## config.mk

```make
export PLATFORM = sky130hd
export DESIGN_NAME = gcp_global_control
export DESIGN_NICKNAME = d
export VERILOG_FILES = /design/src/verilog/gcp_pkg.sv /design/src/verilog/gcp_global_control.sv
export SDC_FILE = /design/constraint.sdc
export NUM_CORES = 1
export LEC_CHECK = 0
export BUFFER_PORTS_ARGS = -buffer_cell sky130_fd_sc_hd__buf_4
export CORE_ASPECT_RATIO = 0.7
export CORE_UTILIZATION = 59
export DETAILED_ROUTE_END_ITERATION = 6
export PLACE_DENSITY = 0.8
export SLEW_MARGIN = 20
export SYNTH_ARGS = -nofsm -noshare
export SYNTH_HDL_FRONTEND = slang
export SYNTH_SLANG_ARGS = --single-unit
export TNS_END_PERCENT = 10
```

## constraint.sdc

```tcl
create_clock -name mclk -period 16.45 [get_ports mclk]
set_clock_uncertainty 0.1 [all_clocks]
set_input_delay 2.4675 -clock mclk [delete_from_list [all_inputs] [get_ports mclk]]
set_output_delay 2.4675 -clock mclk [all_outputs]
set_load 0.02 [all_outputs]
```

## src/verilog/gcp_pkg.sv

```systemverilog
// Package for the global control pin block
package gcp_pkg;

  // ----------------------------------------------------------------
  // Geometry
  // ----------------------------------------------------------------
  localparam int CHANNELS      = 16;
  localparam int GPIO_PINS     = 2;

  // ----------------------------------------------------------------
  // Register indices (word offsets)
  // ----------------------------------------------------------------
  localparam logic [7:0] REG_CHAN_BASE  = 8'h00; // 0x00..0x0f per channel
  localparam logic [7:0] REG_GPIO       = 8'h10;
  localparam logic [7:0] REG_STATUS     = 8'h11;

  // ----------------------------------------------------------------
  // Channel config fields
  // ----------------------------------------------------------------
  localparam int CH_MODE_BIT    = 0;  // line mode, 0 = E1
  localparam int CH_TERM_LSB    = 0;  // termination code in rx word
  localparam int CH_TERM_W      = 3;
  localparam int CH_R120_BIT    = 4;
  localparam int CH_WORD_W      = 8;
  localparam logic [CH_WORD_W-1:0] CH_RESET = 8'h00;

  // ----------------------------------------------------------------
  // GPIO fields
  // ----------------------------------------------------------------
  localparam int GPIO_DIR_LSB   = 0;
  localparam int GPIO_LVL_LSB   = 2;
  localparam logic [1:0] GPIO_DIR_RESET = 2'h0; // both inputs
  localparam logic [1:0] GPIO_LVL_RESET = 2'h0;
  localparam logic       DIR_OUTPUT     = 1'b1;

  // ----------------------------------------------------------------
  // Reset timing
  // ----------------------------------------------------------------
  localparam int CLK_MHZ        = 100;
  localparam int RESET_MAX_NS   = 2000;
  localparam int RESET_CYCLES   = RESET_MAX_NS * CLK_MHZ / 1000;
  localparam int RESET_CNT_W    = 8;

  typedef enum logic [1:0] {
    ST_RESET = 2'b00,
    ST_RUN   = 2'b01
  } gcp_state_type;

endpackage
```

## src/verilog/gcp_global_control.sv

```systemverilog
// Global control pins: receive matching, driver enable, line mode, GPIO
`timescale 1ns/1ns
module gcp_global_control
  import gcp_pkg::*;
#(
  parameter int NCH    = CHANNELS,
  parameter int RST_CY = RESET_CYCLES
) (
  // Clock and reset
  input  wire logic             mclk,
  input  wire logic             rst,
  // Device control pins
  input  wire logic             resetPinN,
  input  wire logic             receiveMatchSelect,
  input  wire logic             driverEnable,
  input  wire logic             hwLineModeSelectEnable,
  input  wire logic             hwLineModeSelect,
  // General-purpose pins
  input  wire logic [1:0]       gpioIn,
  output logic [1:0]            gpioOut,
  output logic [1:0]            gpioOe,
  // Register port
  input  wire logic [7:0]       regAddr,
  input  wire logic [31:0]      regWdata,
  input  wire logic             regWr,
  input  wire logic             regRd,
  output logic [31:0]           regRdata,
  // Per-channel results and device ready
  output logic [NCH-1:0]        rxHighZ,
  output logic [NCH*3-1:0]      rxTermCode,
  output logic [NCH-1:0]        rxInt120,
  output logic [NCH-1:0]        lineModeT1,
  output logic [NCH-1:0]        txDriverOe,
  output logic                  deviceReady
);

  // ----------------------------------------------------------------
  // Internal reset sequencing
  // ----------------------------------------------------------------
  gcp_state_type                state_r;
  logic [RESET_CNT_W-1:0]       rstCnt_r;
  logic                         softRst;

  assign softRst = !resetPinN;

  always_ff @(posedge mclk or posedge rst) begin
    if (rst) begin
      state_r  <= ST_RESET;
      rstCnt_r <= '0;
    end else if (softRst) begin
      state_r  <= ST_RESET;
      rstCnt_r <= '0;
    end else begin
      case (state_r)
        ST_RESET: begin
          // Takes RST_CY cycles, the full 2 us bound at the default of 200
          if (rstCnt_r == RESET_CNT_W'(RST_CY - 1)) begin
            state_r <= ST_RUN;
          end else begin
            rstCnt_r <= rstCnt_r + 1'b1;
          end
        end
        default: state_r <= ST_RUN;
      endcase
    end
  end

  always_ff @(posedge mclk or posedge rst) begin
    if (rst) begin
      deviceReady <= 1'b0;
    end else begin
      deviceReady <= (state_r == ST_RUN) && !softRst;
    end
  end

  // ----------------------------------------------------------------
  // Registers
  // ----------------------------------------------------------------
  logic [CH_WORD_W-1:0]         chanCfg_r [NCH];
  logic [CH_WORD_W-1:0]         rxCfg_r   [NCH];
  logic [1:0]                   gpioDir_r;
  logic [1:0]                   gpioLvl_r;
  logic                         inReset;

  assign inReset = (state_r != ST_RUN) || softRst;

  // Channel words: low byte line mode, next byte rx termination
  always_ff @(posedge mclk or posedge rst) begin
    if (rst) begin
      for (int i = 0; i < NCH; i++) begin
        chanCfg_r[i] <= CH_RESET;
        rxCfg_r[i]   <= CH_RESET;
      end
    end else if (inReset) begin
      for (int i = 0; i < NCH; i++) begin
        chanCfg_r[i] <= CH_RESET;
        rxCfg_r[i]   <= CH_RESET;
      end
    end else if (regWr && regAddr < 8'(NCH)) begin
      chanCfg_r[regAddr[3:0]] <= regWdata[7:0];
      rxCfg_r[regAddr[3:0]]   <= regWdata[15:8];
    end
  end

  always_ff @(posedge mclk or posedge rst) begin
    if (rst) begin
      gpioDir_r <= GPIO_DIR_RESET;
      gpioLvl_r <= GPIO_LVL_RESET;
    end else if (inReset) begin
      gpioDir_r <= GPIO_DIR_RESET;
      gpioLvl_r <= GPIO_LVL_RESET;
    end else if (regWr && regAddr == REG_GPIO) begin
      gpioDir_r <= regWdata[GPIO_DIR_LSB +: 2];
      gpioLvl_r <= regWdata[GPIO_LVL_LSB +: 2];
    end
  end

  // ----------------------------------------------------------------
  // Read path
  // ----------------------------------------------------------------
  function automatic logic [1:0] gpioView(input logic [1:0] dir,
                                          input logic [1:0] lvl,
                                          input logic [1:0] pin);
    logic [1:0] v;
    v = '0;
    for (int k = 0; k < GPIO_PINS; k++) begin
      v[k] = (dir[k] == DIR_OUTPUT) ? lvl[k] : pin[k];
    end
    return v;
  endfunction

  always_ff @(posedge mclk or posedge rst) begin
    if (rst) begin
      regRdata <= '0;
    end else if (regRd) begin
      if (regAddr < 8'(NCH)) begin
        regRdata <= {16'h0000, rxCfg_r[regAddr[3:0]],
                     chanCfg_r[regAddr[3:0]]};
      end else if (regAddr == REG_GPIO) begin
        regRdata <= {28'h0000000, gpioView(gpioDir_r, gpioLvl_r, gpioIn),
                     gpioDir_r};
      end else if (regAddr == REG_STATUS) begin
        regRdata <= {27'h0000000, deviceReady, receiveMatchSelect,
                     driverEnable, hwLineModeSelectEnable,
                     hwLineModeSelect};
      end else begin
        regRdata <= '0;
      end
    end else begin
      regRdata <= '0;
    end
  end

  // ----------------------------------------------------------------
  // GPIO pins
  // ----------------------------------------------------------------
  always_ff @(posedge mclk or posedge rst) begin
    if (rst) begin
      gpioOut <= '0;
      gpioOe  <= '0;
    end else begin
      for (int k = 0; k < GPIO_PINS; k++) begin
        gpioOe[k]  <= !inReset && gpioDir_r[k] == DIR_OUTPUT;
        gpioOut[k] <= gpioLvl_r[k];
      end
    end
  end

  // ----------------------------------------------------------------
  // Receive matching, line mode and drivers per channel
  // ----------------------------------------------------------------
  always_ff @(posedge mclk or posedge rst) begin
    if (rst) begin
      rxHighZ    <= '1;
      rxTermCode <= '0;
      rxInt120   <= '0;
      lineModeT1 <= '0;
      txDriverOe <= '0;
    end else begin
      for (int c = 0; c < NCH; c++) begin
        if (!receiveMatchSelect) begin
          rxHighZ[c]          <= 1'b1;
          rxTermCode[c*3 +: 3] <= '0;
          rxInt120[c]         <= 1'b0;
        end else begin
          rxHighZ[c]          <= 1'b0;
          rxTermCode[c*3 +: 3] <=
            rxCfg_r[c][CH_TERM_LSB +: CH_TERM_W];
          rxInt120[c]         <= rxCfg_r[c][CH_R120_BIT];
        end
        if (hwLineModeSelectEnable) begin
          lineModeT1[c] <= hwLineModeSelect;
        end else begin
          lineModeT1[c] <= chanCfg_r[c][CH_MODE_BIT];
        end
        // Only the driver enable is gated; config stays intact
        txDriverOe[c] <= driverEnable && !inReset;
      end
    end
  end

endmodule

```

==> flow_metrics.env <==
export IMPL_drive_above_1_share_pct=22.3
export IMPL_synth_compound_area_share_pct=1.55
export IMPL_synth_ff_type="dfrtp_1"
export IMPL_synth_edf_count=0
export IMPL_wl_met1_um=17200
export IMPL_remaining_drc_errors=0
export IMPL_critPathArrivalTime_ps=5340
export IMPL_synth_area_leaders="dfrtp_1 (55%), mux2i_1 (17%), mux4_2 (8.5%)"
export IMPL_irDropWorstVdd_mv=0.0557
export IMPL_antennaDiodeCount=0
export IMPL_finalCriticalPeriod_ps=5070
export IMPL_cts_root_buf="clkbuf_16"
export IMPL_yosysTopAreaCell="dfrtp_1"
export IMPL_ctsLongestPathBuffers=3
export IMPL_vias=10400
export IMPL_cpMostUsedCell="buf_4"
export IMPL_grt_pass1_wl_um=59600
export IMPL_portBuffers=167
export IMPL_antenna_found_initial=1
export IMPL_worst_endpoint_required_ps=16720
export IMPL_min_path_type="register to register"
export IMPL_synth_mux_area_share_pct=26.0
export IMPL_grtUsageTotal_pct=26.4
export IMPL_synth_top_family_by_area="multiplexers"
export IMPL_tns_ps=0
export IMPL_synth_avg_cell_area_um2=12.7
export IMPL_synth_adder_area_share_pct=0.0736
export IMPL_synth_top_area_share_pct=54.6
export IMPL_slew_headroom_pct=33.9
export IMPL_antenna_left=0
export IMPL_overflow=0
export IMPL_syn_area_um2=17000
export IMPL_wire_per_inst_um=20.7
export IMPL_worstSetupStartpointType="input pin"
export IMPL_ys_seq_elements=372
export IMPL_worstPathMaxFanout=45
export IMPL_worst_slew_pin_slew_ps=992
export IMPL_dieWidth_um=205
export IMPL_n_fill_cell=1927
export IMPL_clk_insertion_delay_late_ps=530
export IMPL_yosysWarnings=0
export IMPL_area_delta_synth_final_pct=13.1
export IMPL_place_hpwl_um=22300
export IMPL_first_global_vias=10400
export IMPL_dieArea_um2=29500
export IMPL_wl_met3_um=2060
export IMPL_path_buf_inv=2
export IMPL_synthXorXnorAreaFrac_pct=0.258
export IMPL_wl_met2_um=17600
export IMPL_outcome="completed"
export IMPL_regArea_um2=9310
export IMPL_cts_resized=0
export IMPL_yosys_area_share_simple_pct=11.6
export IMPL_crit_chain="buf_4, buf_4, nor2b_1, nand4_4, mux2i_1, nor2_1"
export IMPL_io_pins=200
export IMPL_hold_buffers=0
export IMPL_nets=1465
export IMPL_fp_dieH_um=144
export IMPL_synthArstFlopShare_pct=100
export IMPL_max_freq_ghz=0.197
export IMPL_cp_top_family="simple AND/OR/NAND/NOR gates"
export IMPL_topRoutingLayerUsed="met5"
export IMPL_multi_input_area_um2=6800
export IMPL_grt_max_degree=187
export IMPL_post_dp_cell_area_um2=18000
export IMPL_hold_violations=0
export IMPL_routed_wl_um=37500
export IMPL_final_common_cell="dfrtp_1"
export IMPL_via_per_inst=5.77
export IMPL_cts_max_level=2
export IMPL_dr_pass1_iters=5
export IMPL_numCtsBuffers=36
export IMPL_dr_first_iter_drc_count=892
export IMPL_critPathSlowestCell="nor2b_1"
export IMPL_coreArea_um2=28100
export IMPL_powerDensity_nw_per_um2=98.1
export IMPL_cts_tree="done"
export IMPL_synth_cells=1338
export IMPL_final_cell_mix="dfrtp_1 (371), mux2i_1 (296), nor2_1 (262)"
export IMPL_rows=51
export IMPL_setup_violations=0
export IMPL_slowest_delay_ps=740
export IMPL_ys_seq_area_share_pct=54.8
export IMPL_period_share_pct=30.8
export IMPL_cts_clk_slew_worst_paths_ps=70
export IMPL_rsz0062_at_grt="no"
export IMPL_crit_path_end_kind="register"
export IMPL_p_leak_nw=10.4
export IMPL_initial_core_util_pct=60.5
export IMPL_ys_types=41
export IMPL_drv_slew=0
export IMPL_max_cap_violations=0
export IMPL_clock_sinks=372
export IMPL_fin_area_um2=19200
export IMPL_post_cts_buffers=0
export IMPL_setup_worst_path_class="input pin to register"
export IMPL_place_congestion=0.791
metrics by stage:
step	utilization (%)	worst slack (ps)	cells	power [mW]	hold WS, ps
finish	68.5	11380	1809	1.89	313
global route	68.5	11240	1809	1.95	327
CTS	68.4	11400	1809	1.90	314
detailed placement	64.0	10860	1746	1.03	297
global placement	64.0	11000	1746	1.03	292
floorplan	-	3550	1353	1.00	268
per-layer routing:
layer	global-route usage, %	vias up
li1	-	4670
met1	39.2	5421
met2	40.1	273
met3	5.18	63
met4	6.72	2
met5	0	-
layout make-up:
type | count | share of cell area (%)
clock buffer | 46 | 5.20
clock inverter | 17 | 1.27
inverter | 20 | 0.430
multi-input combinational | 809 | 35.4
sequential | 372 | 48.4
tap | 371 | 2.42
timing repair buffer | 174 | 6.88
kinds of logic (layout without fill, tap and decap cells):
group | Yosys count | after routing
fa+ha+maj | 1 | 1
compound gates | 44 | 44
simple gates | 381 | 381
mux | 362 | 362
flops | 372 | 372
xor+xnor | 5 | 5
other cells | 1 | 16
buf+inv | 172 | 257
cells in the mapped netlist, types with 5 or more instances:
master and number:
inv_1 20, nand2_1 5, mux2i_1 296, buf_6 9, nand4_4 16, dfrtp_1 371
mux4_2 64, nor2b_1 6, buf_4 53, o21ai_0 18, o22ai_1 12, clkbuf_1 63
buf_2 24, nor2_1 262, and2_1 71
worst reg2reg max path: cells and delay by family, from the launching register on:
| kind | cells | cell delay, ps |
|---|---|---|
| simple gates | 2 | 920 |
| buf+inv | 1 | 850 |
| flops | 1 | 490 |
flip-flops by register name (all words and copies together) (netlist names):
register	flops
chanCfg_r	128
rxCfg_r	128
rxTermCode	48
lineModeT1	16
regRdata	16
rxInt120	16
rstCnt_r	8
gpioDir_r	2
gpioLvl_r	2
gpioOe	2
gpioOut	2
deviceReady	1
rxHighZ	1
state_r	1
txDriverOe	1
report_power, final:
| group | switching (mW) | internal [mW] |
|---|---|---|
| registers | 0.00178 | 0.917 |
| clock network | 0.352 | 0.525 |
| logic | 0.0648 | 0.0245 |
| total | 0.418 | 1.47 |
path summary, 6_finish.rpt:
| check | cells past startpoint | startpoint | slack (ps) | end |
|---|---|---|---|---|
| setup / recovery | 6 | regAddr[1] | 11380 | chanCfg_r[45]$_DFFE_PP0P_ |
| min in group asynchronous | 2 | rst | 1960 | rxTermCode[1]$_DFF_PP0_ |
| setup reg to reg | 3 | state_r[0]$_DFFE_PP0P_ | 13920 | chanCfg_r[54]$_DFFE_PP0P_ |
| hold / removal | 0 | gpioLvl_r[0]$_DFFE_PP0P_ | 310 | gpioOut[0]$_DFF_PP0_ |
| hold reg to reg | 0 | gpioLvl_r[0]$_DFFE_PP0P_ | 310 | gpioOut[0]$_DFF_PP0_ |
| max in group asynchronous | 3 | rst | 12860 | chanCfg_r[56]$_DFFE_PP0P_ |
No activity file was read; power rests on OpenSTA's default activity.
